$ cat src/uart_regsel_map.svh
// register offsets, field positions, reset values and pin idle levels
// Behaviour
// - modem control bit 4 enables loopback
// - loopback feeds transmit shifter into receiver
// - loopback holds transmit mark, modem outputs off
// - loopback ignores external modem input pins
// - auto flow control disabled during loopback
// - own register set, address and chip select
// - address 0 normal: receive read, transmit write
// - divisor latch bytes when divisor access set
// - zero divisor returns revision and identification
// - line control always reachable at address 3
// - value 0xbf selects enhanced register set
// - address 7 scratchpad or fifo level select
// - address 7 swapped writes mode select
// - addresses 2 and 4 to 7 normal set in divisor mode
// - line and modem status read only
// - enhanced bits gated by enhanced enable
`ifndef UART_REGSEL_MAP_SVH
`define UART_REGSEL_MAP_SVH

// register addresses on the three address lines
`define ADDR_0          3'h0
`define ADDR_1          3'h1
`define ADDR_2          3'h2
`define ADDR_3          3'h3
`define ADDR_4          3'h4
`define ADDR_5          3'h5
`define ADDR_6          3'h6
`define ADDR_7          3'h7

// line control value that opens the enhanced set
`define LINE_CTRL_ENH   8'hbf
// field positions
`define DIV_ACCESS_BIT  7
`define LOOPBACK_BIT    4
`define SCPAD_SWAP_BIT  6
`define ENH_ENABLE_BIT  4
`define AUTO_CTS_BIT    7
`define AUTO_RTS_BIT    6
`define RTS_CTRL_BIT    1
`define DTR_CTRL_BIT    0
`define OP1_BIT         2
`define OP2_BIT         3

// masks of the bits gated by the enhanced enable
`define IER_ENH_MASK    8'hf0
`define ISR_ENH_MASK    8'h30
`define FCR_ENH_MASK    8'h30
`define MCR_ENH_MASK    8'he0

// reset values
`define RST_BYTE        8'h00
`define RST_LINE_CTRL   8'h00
`define ZERO_BYTE       8'h00
// pin idle: strobes, select, rx and modem inputs high
`define PIN_IDLE        19'h7f800

`endif

$ cat src/uart_regsel_pkg.sv
// types shared by the channel register select and loopback block
package uart_regsel_pkg;

    // modem inputs, all active low
    typedef struct packed {
        logic cts_n;
        logic dsr_n;
        logic cd_n;
        logic ri_n;
    } modem_in_s;

    // every pin input, bundled for the synchroniser
    typedef struct packed {
        logic       cs_n;
        logic       rd_n;
        logic       wr_n;
        logic       rx;
        modem_in_s  modem;
        logic [2:0] addr;
        logic [7:0] data;
    } pin_s;

    // software programmed configuration
    typedef struct packed {
        logic [7:0] divisor_low;
        logic [7:0] divisor_high;
        logic [7:0] line_control;
        logic [7:0] modem_control;
        logic [7:0] interrupt_enable;
        logic [7:0] feature_control;
        logic [7:0] enhanced_function;
        logic [7:0] xon_char_1;
        logic [7:0] xon_char_2;
        logic [7:0] xoff_char_1;
        logic [7:0] xoff_char_2;
        logic [7:0] scratchpad;
    } cfg_s;

    // read values supplied by the rest of the channel
    typedef struct packed {
        logic [7:0] receive_holding;
        logic [7:0] interrupt_status;
        logic [7:0] line_status;
        logic [7:0] modem_status;
        logic [7:0] fifo_level;
        logic [7:0] fifo_level_count_enhanced;
    } status_s;

    // one-cycle access strobes toward the channel
    typedef struct packed {
        logic tx_write;
        logic fifo_control_write;
        logic trigger_write;
        logic mode_select_write;
        logic rx_read;
        logic isr_read;
        logic lsr_read;
        logic msr_read;
    } strobe_s;

endpackage

$ cat src/uart_register_select_loopback.sv
// one channel: host register decode plus internal loopback routing
`timescale 1ns/1ps
`include "uart_regsel_map.svh"

module uart_register_select_loopback
    import uart_regsel_pkg::*;
#(
    parameter logic [7:0] REVISION_CODE  = 8'h01, // arbitrary value
    parameter logic [7:0] DEVICE_ID_CODE = 8'h5c  // arbitrary value
) (
    // clock and reset
    input  wire logic      sys_clk,
    input  wire logic      rst,
    // host parallel bus pins
    input  wire logic      chip_select_n,
    input  wire logic      read_strobe_n,
    input  wire logic      write_strobe_n,
    input  wire logic [2:0] address,
    input  wire logic [7:0] host_data_in,
    output logic      [7:0] host_data_out,
    output logic            host_data_oe_n,
    // serial and modem pins
    input  wire logic      rx_pin,
    input  modem_in_s      modem_pins,
    output logic           tx_pin,
    output logic           rts_n_pin,
    output logic           dtr_n_pin,
    // transmitter and receiver shifters
    input  wire logic      tx_shift_out,
    output logic           rx_shift_in,
    output modem_in_s      modem_to_status,
    // channel state to read back
    input  status_s        status,
    // configuration and strobes toward the channel
    output cfg_s           cfg,
    output strobe_s        strobe,
    output logic      [7:0] write_byte,
    output logic           loopback,
    output logic           auto_cts_enable,
    output logic           auto_rts_enable
);

    // whole state of the block
    typedef struct packed {
        pin_s [2:0] stage;   // three-deep pin synchroniser
        pin_s       filt;    // level once stages two and three agree
        logic       rd_act;  // host read cycle in progress
        logic       wr_act;  // host write cycle in progress
        logic [2:0] waddr;   // address held during a write
        logic [7:0] wdata;   // data held during a write
        cfg_s       cfg;     // programmed registers
        strobe_s    strobe;  // one-cycle side effect pulses
        logic [7:0] wbyte;   // byte handed with a write strobe
        logic [7:0] rdata;   // byte driven onto the host bus
    } state_s;

    state_s st_reg;          // registered state
    state_s st_next;         // next state

    // decode helpers, from registered state and the status inputs
    logic       div_access;  // divisor access bit
    logic       enh_set;     // enhanced set open
    logic       enh_bits;    // enhanced bits enabled
    logic       div_zero;    // both divisor bytes zero
    logic       swap;        // scratchpad swap
    logic       rd_now;      // read strobe qualified
    logic       wr_now;      // write strobe qualified
    logic       wr_end;      // write strobe released
    logic [18:0] agree;      // stage two equals stage three
    logic [7:0] rmux;        // read value for current address
    logic [7:0] ier_view;    // interrupt enable as seen
    logic [7:0] isr_view;    // interrupt status as seen
    logic [7:0] mcr_view;    // modem control as seen
    cfg_s       cfg_new;     // configuration after a write

    // mode decode
    always_comb begin
        div_access = st_reg.cfg.line_control[`DIV_ACCESS_BIT];
        enh_set    = (st_reg.cfg.line_control == `LINE_CTRL_ENH);
        enh_bits   = st_reg.cfg.enhanced_function[`ENH_ENABLE_BIT];
        div_zero   = (st_reg.cfg.divisor_low == `ZERO_BYTE)
                   && (st_reg.cfg.divisor_high == `ZERO_BYTE);
        swap       = st_reg.cfg.feature_control[`SCPAD_SWAP_BIT];
        // each channel answers only its own select
        rd_now     = !st_reg.filt.cs_n && !st_reg.filt.rd_n;
        wr_now     = !st_reg.filt.cs_n && !st_reg.filt.wr_n;
        wr_end     = st_reg.wr_act && !wr_now;
    end

    // enhanced bits read as zero unless enabled
    always_comb begin
        ier_view = st_reg.cfg.interrupt_enable;
        isr_view = status.interrupt_status;
        mcr_view = st_reg.cfg.modem_control;
        if (!enh_bits) begin
            ier_view = ier_view & ~`IER_ENH_MASK;
            isr_view = isr_view & ~`ISR_ENH_MASK;
            mcr_view = mcr_view & ~`MCR_ENH_MASK;
        end
    end

    // read multiplexer, one full byte per access
    always_comb begin
        rmux = `ZERO_BYTE;
        unique case (st_reg.filt.addr)
            `ADDR_0: begin
                if (enh_set) begin
                    rmux = status.fifo_level_count_enhanced;
                end else if (div_access && div_zero) begin
                    rmux = REVISION_CODE;
                end else if (div_access) begin
                    rmux = st_reg.cfg.divisor_low;
                end else begin
                    rmux = status.receive_holding;
                end
            end
            `ADDR_1: begin
                if (enh_set) begin
                    rmux = st_reg.cfg.feature_control;
                end else if (div_access && div_zero) begin
                    rmux = DEVICE_ID_CODE;
                end else if (div_access) begin
                    rmux = st_reg.cfg.divisor_high;
                end else begin
                    rmux = ier_view;
                end
            end
            `ADDR_2: begin
                if (enh_set) begin
                    rmux = st_reg.cfg.enhanced_function;
                end else begin
                    rmux = isr_view;
                end
            end
            `ADDR_3: begin
                rmux = st_reg.cfg.line_control;
            end
            `ADDR_4: begin
                // divisor mode leaves the upper addresses at the normal set
                rmux = enh_set ? st_reg.cfg.xon_char_1 : mcr_view;
            end
            `ADDR_5: begin
                rmux = enh_set ? st_reg.cfg.xon_char_2
                               : status.line_status;
            end
            `ADDR_6: begin
                rmux = enh_set ? st_reg.cfg.xoff_char_1
                               : status.modem_status;
            end
            `ADDR_7: begin
                if (enh_set) begin
                    rmux = st_reg.cfg.xoff_char_2;
                end else if (swap) begin
                    rmux = status.fifo_level;
                end else begin
                    rmux = st_reg.cfg.scratchpad;
                end
            end
        endcase
    end

    // register update for a write at the held address
    always_comb begin
        cfg_new = st_reg.cfg;
        unique case (st_reg.waddr)
            `ADDR_0: begin
                if (!enh_set && div_access) begin
                    cfg_new.divisor_low = st_reg.wdata;
                end
            end
            `ADDR_1: begin
                if (enh_set) begin
                    cfg_new.feature_control = st_reg.wdata;
                end else if (div_access) begin
                    cfg_new.divisor_high = st_reg.wdata;
                end else begin
                    cfg_new.interrupt_enable = st_reg.wdata;
                end
            end
            `ADDR_2: begin
                if (enh_set) begin
                    cfg_new.enhanced_function = st_reg.wdata;
                end
            end
            `ADDR_3: begin
                cfg_new.line_control = st_reg.wdata;
            end
            `ADDR_4: begin
                if (enh_set) begin
                    cfg_new.xon_char_1 = st_reg.wdata;
                end else begin
                    cfg_new.modem_control = st_reg.wdata;
                end
            end
            `ADDR_5: begin
                // normal set: reserved, write discarded
                if (enh_set) begin
                    cfg_new.xon_char_2 = st_reg.wdata;
                end
            end
            `ADDR_6: begin
                if (enh_set) begin
                    cfg_new.xoff_char_1 = st_reg.wdata;
                end
            end
            `ADDR_7: begin
                if (enh_set) begin
                    cfg_new.xoff_char_2 = st_reg.wdata;
                end else if (!swap) begin
                    cfg_new.scratchpad = st_reg.wdata;
                end
            end
        endcase
    end

    // next state
    always_comb begin
        st_next = st_reg;
        st_next.strobe = '0;
        // shift pins in; stage one feeds stage two only
        st_next.stage[0] = {chip_select_n, read_strobe_n, write_strobe_n,
                            rx_pin, modem_pins, address, host_data_in};
        st_next.stage[1] = st_reg.stage[0];
        st_next.stage[2] = st_reg.stage[1];
        // a change counts once stages two and three agree
        agree = st_reg.stage[1] ~^ st_reg.stage[2];
        st_next.filt = pin_s'((agree & st_reg.stage[2])
                            | (~agree & st_reg.filt));
        st_next.rd_act = rd_now;
        st_next.wr_act = wr_now;

        // read opening: capture byte and fire side effects
        if (rd_now && !st_reg.rd_act) begin
            st_next.rdata = rmux;
            unique case (st_reg.filt.addr)
                `ADDR_0: begin
                    st_next.strobe.rx_read = !enh_set && !div_access;
                end
                `ADDR_2: begin
                    st_next.strobe.isr_read = !enh_set;
                end
                `ADDR_5: begin
                    st_next.strobe.lsr_read = !enh_set;
                end
                `ADDR_6: begin
                    st_next.strobe.msr_read = !enh_set;
                end
                default: begin
                    st_next.strobe.rx_read = 1'b0;
                end
            endcase
        end

        // hold address and data while the write strobe is low
        if (wr_now) begin
            st_next.waddr = st_reg.filt.addr;
            st_next.wdata = st_reg.filt.data;
        end

        // commit on strobe release, data settled by then
        if (wr_end) begin
            st_next.cfg   = cfg_new;
            st_next.wbyte = st_reg.wdata;
            unique case (st_reg.waddr)
                `ADDR_0: begin
                    st_next.strobe.tx_write = !enh_set && !div_access;
                    st_next.strobe.trigger_write = enh_set;
                end
                `ADDR_2: begin
                    st_next.strobe.fifo_control_write = !enh_set;
                    if (!enh_set && !enh_bits) begin
                        st_next.wbyte = st_reg.wdata & ~`FCR_ENH_MASK;
                    end
                end
                `ADDR_7: begin
                    st_next.strobe.mode_select_write = !enh_set && swap;
                end
                default: begin
                    st_next.strobe.tx_write = 1'b0;
                end
            endcase
        end
    end

    // single state register, constants only under reset
    always_ff @(posedge sys_clk or posedge rst) begin
        if (rst) begin
            st_reg        <= '0;
            st_reg.stage  <= {3{pin_s'(`PIN_IDLE)}};
            st_reg.filt   <= pin_s'(`PIN_IDLE);
            st_reg.cfg.line_control <= `RST_LINE_CTRL;
            st_reg.rdata  <= `RST_BYTE;
        end else begin
            st_reg <= st_next;
        end
    end

    // host bus outputs; driver on only inside a read cycle
    assign host_data_out  = st_reg.rdata;
    assign host_data_oe_n = !st_reg.rd_act;

    // configuration seen by the channel, enhanced bits gated
    always_comb begin
        cfg = st_reg.cfg;
        cfg.interrupt_enable = ier_view;
        cfg.modem_control    = mcr_view;
    end
    assign strobe     = st_reg.strobe;
    assign write_byte = st_reg.wbyte;

    // loopback leaves every other function running except auto flow control
    assign loopback = st_reg.cfg.modem_control[`LOOPBACK_BIT];

    // receiver input: shifter output in loopback
    // rx pin unused then; a low level there shows on exit
    assign rx_shift_in = loopback ? tx_shift_out : st_reg.filt.rx;

    // pins parked: mark on tx, modem outputs high
    assign tx_pin    = loopback ? 1'b1 : tx_shift_out;
    assign rts_n_pin = loopback ? 1'b1
                     : !st_reg.cfg.modem_control[`RTS_CTRL_BIT];
    assign dtr_n_pin = loopback ? 1'b1
                     : !st_reg.cfg.modem_control[`DTR_CTRL_BIT];

    // external modem inputs ignored; internal outputs looped back
    always_comb begin
        modem_to_status = st_reg.filt.modem;
        if (loopback) begin
            modem_to_status.cts_n = !st_reg.cfg.modem_control[`RTS_CTRL_BIT];
            modem_to_status.dsr_n = !st_reg.cfg.modem_control[`DTR_CTRL_BIT];
            modem_to_status.ri_n  = !st_reg.cfg.modem_control[`OP1_BIT];
            modem_to_status.cd_n  = !st_reg.cfg.modem_control[`OP2_BIT];
        end
    end

    // hardware flow control is unsupported while looped back
    assign auto_cts_enable = st_reg.cfg.enhanced_function[`AUTO_CTS_BIT]
                          && !loopback;
    assign auto_rts_enable = st_reg.cfg.enhanced_function[`AUTO_RTS_BIT]
                          && !loopback;

endmodule

$ cat config.mk
export PLATFORM = sky130hd
export DESIGN_NAME = uart_register_select_loopback
export DESIGN_NICKNAME = d
export VERILOG_FILES = /design/src/uart_regsel_pkg.sv /design/src/uart_register_select_loopback.sv
export VERILOG_INCLUDE_DIRS = /design/src /design/src/src
export SDC_FILE = /design/constraint.sdc
export NUM_CORES = 1
export LEC_CHECK = 0
export BUFFER_PORTS_ARGS = -buffer_cell sky130_fd_sc_hd__buf_4
export CORE_MARGIN = 10
export CORE_UTILIZATION = 35
export CTS_BUF_LIST = sky130_fd_sc_hd__clkbuf_2 sky130_fd_sc_hd__clkbuf_4 sky130_fd_sc_hd__clkbuf_8
export CTS_CLUSTER_DIAMETER = 80
export DETAILED_ROUTE_END_ITERATION = 6
export GPL_TIMING_DRIVEN = 1
export PLACE_DENSITY_LB_ADDON = 0.08
export REMOVE_ABC_BUFFERS = 1
export SLEW_MARGIN = 10
export SYNTH_ARGS = -nofsm -noshare
export SYNTH_HDL_FRONTEND = slang
export SYNTH_SLANG_ARGS = --single-unit
$ cat constraint.sdc
create_clock -name sys_clk -period 18.6 [get_ports sys_clk]
set_clock_uncertainty 0.05 [all_clocks]
set_input_delay 0.93 -clock sys_clk [delete_from_list [all_inputs] [get_ports sys_clk]]
set_output_delay 0.93 -clock sys_clk [all_outputs]
set_load 0.01 [all_outputs]
==> results of run 1 <==
-- synth_stat cells (8+ instances only) --
| library cell | instances |
|---|---|
| sky130_fd_sc_hd__dfrtp_1 | 177 |
| sky130_fd_sc_hd__mux2_2 | 122 |
| sky130_fd_sc_hd__buf_4 | 116 |
| sky130_fd_sc_hd__nand2_1 | 41 |
| sky130_fd_sc_hd__dfstp_2 | 32 |
| sky130_fd_sc_hd__mux2i_1 | 27 |
| sky130_fd_sc_hd__clkbuf_1 | 24 |
| sky130_fd_sc_hd__maj3_1 | 19 |
| sky130_fd_sc_hd__a21oi_1 | 18 |
| sky130_fd_sc_hd__o21ai_0 | 14 |
| sky130_fd_sc_hd__buf_2 | 12 |
| sky130_fd_sc_hd__nor3_1 | 12 |
| sky130_fd_sc_hd__inv_1 | 11 |
| sky130_fd_sc_hd__nor2_1 | 11 |
| sky130_fd_sc_hd__and2_1 | 9 |
| sky130_fd_sc_hd__a22oi_1 | 8 |
| sky130_fd_sc_hd__nor2b_1 | 8 |
-- kinds of logic (layout without fill, tap and decap cells) --
| kind of cell | after synthesis | count (layout) | share of synthesized area (%) |
|---|---|---|---|
| AND/OR/NAND/NOR | 132 | 132 | 8.04 |
| multiplexers | 149 | 149 | 17.0 |
| adder cells (fa/ha/maj) | 19 | 19 | 1.97 |
| AO/OA/AOI/OAI | 98 | 98 | 7.19 |
| flip-flops | 209 | 209 | 54.5 |
| buffers and inverters | 168 | 292 | 11.3 |
-- power by group through the flow --
stage          logic [mW]  registers [mW]  clock network, mW
6_report            0.356           0.649              0.480
5_1_grt             0.385           0.661              0.518
4_1_cts             0.361           0.648              0.493
3_5_place_dp        0.360           0.655                  0
3_3_place_gp        0.357           0.651                  0
2_1_floorplan       0.152           0.642                  0
-- worst min-delay path by stage --
stage	endpoint	slack (ns)	startpoint
final	st_next[196]	0.30	st_next[177]
after global routing	st_next[200]	0.30	st_next[181]
after CTS	st_next[200]	0.30	st_next[181]
after detailed placement	st_next[200]	0.29	st_next[181]
after global placement	st_next[198]	0.29	st_next[179]
after floorplan	st_next[190]	0.28	st_next[171]
-- metal layers --
metal / track usage, % / routed length [um] / up-vias / share of wire, %
met1: 22.9 / 13600 / 3238 / 45
met5: 0 / 0 / - / 0
met3: 5.90 / 2910 / 39 / 9.6
met4: 3.84 / 444 / 0 / 1.5
li1: - / - / 2844 / -
met2: 26.2 / 13500 / 259 / 44
-- metrics by stage --
step	setup slack (ns)	hold slack [ns]	cells	power [mW]	utilization, %
finish	15.47	0.300	1271	1.48	42.6
global placement	15.58	0.286	1200	1.01	39.4
floorplan	11.96	0.281	618	0.794	-
CTS	15.42	0.299	1271	1.50	42.5
detailed placement	15.44	0.286	1200	1.02	39.4
global route	15.19	0.301	1271	1.56	42.6
-- final cells by class --
type,instances,area share [%]
flip-flops and latches,209,45.7
clock inverters,7,0.629
well taps,372,4.03
clock buffers,64,6.82
repair buffers,210,13.7
multi-input cells,398,28.7
inverters,11,0.423
==> out/qor.log, run 1 <==
qor: run_status.outcome complete, no violations
qor: layout.final_common_cell sky130_fd_sc_hd__buf_4
qor: die.die-area 34700 um^2
qor: power_and_ir_drop.pwr-share-seq 43.7%
qor: routing.drt.antenna.violating_nets 0
qor: layout.area.sequential 5270 um^2
qor: setup_path.worstSetupEndpointType flop
qor: timing.timing.final.setup_violations 0
qor: routing.wire_per_inst 24.0 um
qor: global_routing.vias_in_the_first_global_route 6929
qor: clock_network.postCtsSetupRepairBufs 0
qor: setup_path.critical_path.max_stage_delay 0.70 ns
qor: timing.worst_pin_slew 1.05 ns
qor: clock_network.numCtsBuffers 40
qor: power_and_ir_drop.power.share.switching 32.5%
qor: setup_path.critical_path_peak_fanout 41
qor: global_routing.grt_start_max_net_pins 142
qor: die.die_w 186 um
qor: clock_network.cts-hold-fix-buffers 0
qor: global_routing.grt_use_total 17.1%
qor: setup_path.critPathLaunchType flop
qor: synth.share_of_synthesized_area_occupied_by_flip_flops_and_latches 54.5%
qor: synth.synthDominantCellAreaShare 45.8%
qor: setup_path.worst-r2r-cell-count 5
qor: synth.synth-main-ff-cell sky130_fd_sc_hd__dfrtp_1
qor: timing.maxSlewHeadroom 29.6%
qor: routing.detail_route.drc_violations 0
qor: setup_path.path_buf_inv 1
qor: synth.post_synth_inst_count 775
qor: timing.minimum_clock_period 3.13 ns
qor: setup_path.cp.required 18.96 ns
qor: power_and_ir_drop.worst_ir_drop_vdd 49.3 uV
qor: setup_path.critPathArrivalTime 3.49 ns
qor: clock_network.cts_repair_resize_count 0
qor: layout.area_growth_syn_to_layout 19.3%
qor: clock_network.buffer_levels_on_the_longest_clock_path 3
qor: layout.most-common-layout-cells sky130_fd_sc_hd__buf_4, sky130_fd_sc_hd__dfrtp_1, sky130_fd_sc_hd__mux2_2
qor: timing.setup_tns 0 ns
qor: setup_path.startpoint_to_endpoint_class_of_the_critical_path reg -> reg
qor: timing.report.final.hold_viol_count 0
qor: layout.diodes 0
qor: setup_path.critical_path.reg2reg.startpoint cfg[73]
qor: layout.final_design_area_no_fill 11500 um^2
qor: place.dpl-instance-area 10700 um^2
qor: global_routing.grt_pass1_wl 44700 um
qor: die.core_area 27100 um^2
qor: synth.synthesis.area 9670 um^2
qor: setup_path.cp_top_family simple AND/OR/NAND/NOR gates
qor: global_routing.antenna_found_initial 0
qor: routing.post_drt_via_cell_ratio 5.02
qor: power_and_ir_drop.power_density 129 nW/um^2
qor: setup_path.crit_path_top_delay_cell sky130_fd_sc_hd__nor4_4
qor: min_path.hold_class reg -> reg
qor: synth.netlist.top_cell.by_area sky130_fd_sc_hd__dfrtp_1
qor: clock_network.cts.sinks 209
qor: die.start_util 35.7%
qor: setup_path.critPathLaunch cfg[73]
qor: power_and_ir_drop.power_leakage 5.42 nW
qor: setup_path.setup.worst_path.end cfg[38]
qor: synth.yosysUniqueCellTypes 64
qor: routing.num_vias 6380
qor: die.ioPinCount 202
qor: clock_network.clkSlewWorstSetupHoldPaths 0.06 ns
qor: power_and_ir_drop.comb_power_share 24.0%
qor: clock_network.cts-htree-levels 2
qor: min_path.hold_depth 0
qor: place.portBuffers 201
qor: routing.drt_iter0_markers 457
qor: setup_path.crit_chain nand4_1, or2_1, buf_4, nor4_4, mux2_2
qor: timing.timing.final.crit_share 16.8%
qor: synth.post_synth_main_area_contributors sky130_fd_sc_hd__dfrtp_1, sky130_fd_sc_hd__mux2_2, sky130_fd_sc_hd__buf_4
qor: setup_path.regToRegEndpoint cfg[38]
qor: synth.ys_seq_elements 209
qor: synth.synthArstFlopShare 100%
qor: power_and_ir_drop.intPower 1.00 mW
qor: clock_network.cts_tree yes
qor: routing.drt_pass1_iterations 5
qor: global_routing.gr_overflow_total 0
qor: run.drv_cap 0
qor: die.die_height 186 um
qor: layout.largest_register_ff_count 80
qor: setup_path.critical_path_cell_count 5
qor: routing.wirelength 30500 um
qor: synth.synth_enable_flop_cells 0
qor: power_and_ir_drop.p_sw 0.482 mW
qor: synth.yosysWarnings 0
qor: timing.max_freq 319 MHz
qor: timing.setup_repair_after_global_routing_missed_its_margin false
qor: power_and_ir_drop.power.share.clock 32.3%
qor: die.rows 60
qor: place.hpwlAfterDp 21400 um
qor: synth.syn_area_per_cell 12.5 um^2
qor: timing.slew_violations 0
qor: clock_network.insertion_delay 0.55 ns
qor: place.gpl.final_weighted_congestion 0.893
qor: setup_path.r2r_setup_slack 15.47 ns
qor: layout.nets 940
qor: layout.final_layout_size_suffix_gt1_share 50.2%
qor: clock_network.clock_tree.root_cell sky130_fd_sc_hd__clkbuf_8
qor: layout.number_of_filler_cells_placed_in_the_layout 2555
qor: layout.multi_input_area 3320 um^2
Note: power is estimated with default switching activity, not from simulation.
==> run 2, diff against run 1 <==
--- a/config.mk
+++ b/config.mk
@@ -6,6 +6,7 @@
 export SDC_FILE = /design/constraint.sdc
 export NUM_CORES = 1
 export LEC_CHECK = 0
+export ABC_AREA = 1
 export BUFFER_PORTS_ARGS = -buffer_cell sky130_fd_sc_hd__buf_4
 export CORE_MARGIN = 10
 export CORE_UTILIZATION = 35
==> constraint.sdc (replaced) <==
create_clock -name sys_clk -period 2.7 [get_ports sys_clk]
set_clock_uncertainty 0.05 [all_clocks]
set_input_delay 0.135 -clock sys_clk [delete_from_list [all_inputs] [get_ports sys_clk]]
set_output_delay 0.135 -clock sys_clk [all_outputs]
set_load 0.01 [all_outputs]
==> out/qor.log, run 2 <==
qor: routing.drt_iter0_markers 542 [was 457]
qor: synth.simple_gate_share_of_the_synthesized_area 21.1% [was 8.04%]
qor: run.drv_cap 0 [unchanged]
qor: timing.worst_pin_slew 0.872 ns [was 1.05 ns]
qor: layout.layout.core_utilization 43.3% [was 42.6%]
qor: synth.post_synth_main_area_contributors sky130_fd_sc_hd__dfrtp_1, sky130_fd_sc_hd__nand2_1, sky130_fd_sc_hd__buf_4 [was sky130_fd_sc_hd__dfrtp_1, sky130_fd_sc_hd__mux2_2, sky130_fd_sc_hd__buf_4]
qor: setup_path.worst-r2r-cell-count 9 [was 5]
qor: min_path.hold_depth 5 [was 0]
qor: layout.nets 1277 [was 940]
qor: synth.synthDominantCellAreaShare 44.9% [was 45.8%]
qor: clock_network.clock_tree.root_cell sky130_fd_sc_hd__clkbuf_8 [unchanged]
qor: place.gpl.final_weighted_congestion 0.858 [was 0.893]
qor: synth.yosysWarnings 0 [unchanged]
qor: setup_path.regToRegEndpoint cfg[11] [was cfg[38]]
qor: min_path.min-delay-start status[44] [was st_next[177]]
qor: timing.timing.final.crit_share 82.8% [was 16.8%]
qor: power_and_ir_drop.power.share.clock 34.5% [was 32.3%]
qor: global_routing.grt_start_max_net_pins 76 [was 142]
qor: layout.largest_register_ff_count 80 [unchanged]
qor: clock_network.buffer_levels_on_the_longest_clock_path 3 [unchanged]
qor: timing.report.final.hold_viol_count 0 [unchanged]
qor: die.die-area 35300 um^2 [was 34700 um^2]
qor: routing.drt.antenna.violating_nets 0 [unchanged]
qor: layout.area_growth_syn_to_layout 22.0% [was 19.3%]
qor: clock_network.cts.sinks 209 [unchanged]
qor: synth.synth_common_cells sky130_fd_sc_hd__nand2_1, sky130_fd_sc_hd__dfrtp_1, sky130_fd_sc_hd__buf_4, sky130_fd_sc_hd__inv_1, sky130_fd_sc_hd__nand3_1 [was sky130_fd_sc_hd__dfrtp_1, sky130_fd_sc_hd__mux2_2, sky130_fd_sc_hd__buf_4, sky130_fd_sc_hd__nand2_1, sky130_fd_sc_hd__dfstp_2]
qor: routing.drt_pass1_iterations 5 [unchanged]
qor: power_and_ir_drop.power_density 801 nW/um^2 [was 129 nW/um^2]
qor: synth.synth_top_family_by_area simple AND/OR/NAND/NOR gates [was multiplexers]
qor: die.ioPinCount 202 [unchanged]
qor: setup_path.r2r_setup_slack 0.46 ns [was 15.47 ns]
qor: routing.wire_per_inst 19.9 um [was 24.0 um]
qor: timing.final.setup.worst_slack 0.465 ns [was 15.47 ns]
qor: power_and_ir_drop.worst_ir_drop_vdd 388 uV [was 49.3 uV]
qor: timing.minimum_clock_period 2.24 ns [was 3.13 ns]
qor: setup_path.critical_path.reg2reg.startpoint cfg[73] [unchanged]
qor: synth.post_synth_inst_count 1083 [was 775]
qor: place.pre_cts_ws 0.467 ns [was 15.44 ns]
qor: timing.maxSlewHeadroom 41.8% [was 29.6%]
qor: clock_network.cts-htree-levels 2 [unchanged]
qor: die.start_util 35.5% [was 35.7%]
qor: clock_network.cts_tree yes [unchanged]
qor: layout.final_common_cell sky130_fd_sc_hd__nand2_1 [was sky130_fd_sc_hd__buf_4]
qor: timing.slew_violations 0 [unchanged]
qor: routing.num_vias 7570 [was 6380]
qor: power_and_ir_drop.power_leakage 5.98 nW [was 5.42 nW]
qor: clock_network.insertion_delay 0.54 ns [was 0.55 ns]
qor: routing.detail_route.drc_violations 0 [unchanged]
qor: clock_network.numCtsBuffers 39 [was 40]
qor: min_path.min_delay_worst_endpoint host_data_out[4] [was st_next[196]]
qor: synth.post_synth_fa_ha_maj_area_fraction 1.93% [was 1.97%]
qor: clock_network.cts-hold-fix-buffers 27 [was 0]
qor: global_routing.grt_pass1_wl 48600 um [was 44700 um]
qor: place.portBuffers 201 [unchanged]
qor: global_routing.grt_use_total 17.7% [was 17.1%]
qor: global_routing.gr_overflow_total 0 [unchanged]
qor: synth.ys_seq_elements 209 [unchanged]
qor: setup_path.worstSetupEndpointType flop [unchanged]
qor: die.die_height 188 um [was 186 um]
qor: synth.yosysUniqueCellTypes 38 [was 64]
qor: layout.diodes 0 [unchanged]
qor: synth.synth-main-ff-cell sky130_fd_sc_hd__dfrtp_1 [unchanged]
qor: setup_path.critical_path_peak_fanout 26 [was 41]
qor: synth.synthesis.area 9860 um^2 [was 9670 um^2]
qor: die.core_area 27800 um^2 [was 27100 um^2]
qor: timing.max_freq 447 MHz [was 319 MHz]
qor: power_and_ir_drop.comb_power_share 23.7% [was 24.0%]
qor: layout.final_layout_size_suffix_gt1_share 31.0% [was 50.2%]
qor: synth.synth_compound_gate_area_share 9.01% [was 7.19%]
qor: layout.most-common-layout-cells sky130_fd_sc_hd__nand2_1, sky130_fd_sc_hd__buf_4, sky130_fd_sc_hd__dfrtp_1 [was sky130_fd_sc_hd__buf_4, sky130_fd_sc_hd__dfrtp_1, sky130_fd_sc_hd__mux2_2]
qor: timing.timing.final.setup_violations 0 [unchanged]
qor: routing.wirelength 32000 um [was 30500 um]
qor: setup_path.cp.required 3.03 ns [was 18.96 ns]
qor: power_and_ir_drop.pwr-share-seq 41.8% [was 43.7%]
qor: power_and_ir_drop.power.share.switching 32.4% [was 32.5%]
qor: synth.synth_enable_flop_cells 0 [unchanged]
qor: min_path.hold_class in -> reg [was reg -> reg]
qor: global_routing.antenna_found_initial 0 [unchanged]
qor: global_routing.vias_in_the_first_global_route 7753 [was 6929]
qor: setup_path.critPathArrivalTime 2.57 ns [was 3.49 ns]
qor: power_and_ir_drop.p_sw 3.12 mW [was 0.482 mW]
qor: timing.setup_repair_after_global_routing_missed_its_margin false [unchanged]
qor: synth.post_synth_mux_area_share 0.304% [was 17.0%]
qor: die.die_w 188 um [was 186 um]
qor: setup_path.startpoint_to_endpoint_class_of_the_critical_path reg -> reg [unchanged]
qor: clock_network.postCtsSetupRepairBufs 0 [unchanged]
qor: synth.synth-xor-area-share 0% [unchanged]
qor: clock_network.cts_repair_resize_count 0 [unchanged]
qor: setup_path.critPathLaunchType flop [unchanged]
qor: die.rows 61 [was 60]
qor: clock_network.clkSlewWorstSetupHoldPaths 0.06 ns [about the same]
qor: synth.share_of_synthesized_area_occupied_by_flip_flops_and_latches 53.4% [was 54.5%]
qor: synth.synthArstFlopShare 100% [unchanged]
qor: place.hpwlAfterDp 22600 um [was 21400 um]
qor: routing.post_drt_via_cell_ratio 4.70 [was 5.02]
qor: synth.synthMostInstantiatedCell sky130_fd_sc_hd__nand2_1 [was sky130_fd_sc_hd__dfrtp_1]
qor: power_and_ir_drop.intPower 6.52 mW [was 1.00 mW]
qor: run_status.outcome complete, no violations [unchanged]
qor: synth.syn_area_per_cell 9.11 um^2 [was 12.5 um^2]
qor: synth.netlist.top_cell.by_area sky130_fd_sc_hd__dfrtp_1 [unchanged]
## run 2: cell types whose count changed after synthesis, sizes merged, moves of 15 or more
cell   previous run  this run
nand4             2        21
a21oi            18         3
nand2            42       288
mux2i            27         3
nor2             14        57
o21ai            15       134
inv              11        76
mux2            122         0
nand3             7        71
## run 2: cell families after synthesis
kind of cell	Yosys count
flip-flops	209
adder cells (fa/ha/maj)	19
buffers and inverters	241
AO/OA/AOI/OAI	153
multiplexers	3
AND/OR/NAND/NOR	458
## run 2: worst max path at each step
| stage | start | endpoint | slack (ns) | cells past startpoint |
|---|---|---|---|---|
| floorplan | rst | async pin | -3.14 | 1 |
| global placement | flop | cfg[87] | 0.46 | 7 |
| detailed placement | cfg[72] | cfg[40] | 0.47 | 9 |
| CTS | flop | st_reg[86] | 0.44 | 7 |
| global route | cfg[74] | cfg[41] | 0.21 | 9 |
| finish | cfg[73] | cfg[11] | 0.46 | 9 |
## run 2: layer usage
metal	part of all wire (%)	global-route usage, %	vias to the layer above
met2	46	27.9	252
met5	0	0	-
met4	2.6	5.57	0
met3	6.0	4.38	48
met1	45	23.4	3626
li1	-	-	3644
## run 2: final cells by class
| cell class | instances | area [um^2] |
|---|---|---|
| sequential | 209 | 5270 |
| clock buffer | 62 | 766 |
| clock inverter | 6 | 86.3 |
| inverter | 79 | 307 |
| multi-input combinational | 633 | 3190 |
| tap | 378 | 473 |
| timing repair buffer | 245 | 1940 |
| fill | 2831 | 15700 |
## run 2: power by group through the flow
stage                     sequential [mW]  clock [mW]  combinational [mW]
after CTS                            4.03        3.44                2.34
after detailed placement             4.07           0                2.30
after global placement               4.07           0                2.29
after global routing                 4.09        3.59                2.54
final                                4.03        3.32                2.29
after floorplan                      4.11           0               0.974
## run 2: critical path, stage by stage (launching register included)
cell and delay (ns):
sky130_fd_sc_hd__dfrtp_1 0.41, sky130_fd_sc_hd__nand2_2 0.11, sky130_fd_sc_hd__nor2_8 0.32, sky130_fd_sc_hd__nand2_4 0.11, sky130_fd_sc_hd__inv_4 0.28, sky130_fd_sc_hd__nand2_2 0.14
sky130_fd_sc_hd__inv_2 0.08, sky130_fd_sc_hd__nand2_1 0.33, sky130_fd_sc_hd__nand2_1 0.17, sky130_fd_sc_hd__o21ai_1 0.08
## run 2: through the flow
step           total power [mW]  hold slack, ns  TNS (ns)  std cells  area, um^2
2_1_floorplan              5.09          0.0895   -605.70        921        8760
3_3_place_gp               6.36           0.193         0       1517       10900
3_5_place_dp               6.38           0.194         0       1517       10900
4_1_cts                    9.81         0.00689         0       1612       12000
5_1_grt                    10.2          0.0583         0       1612       12000
6_report                   9.64          0.0279         0       1612       12000
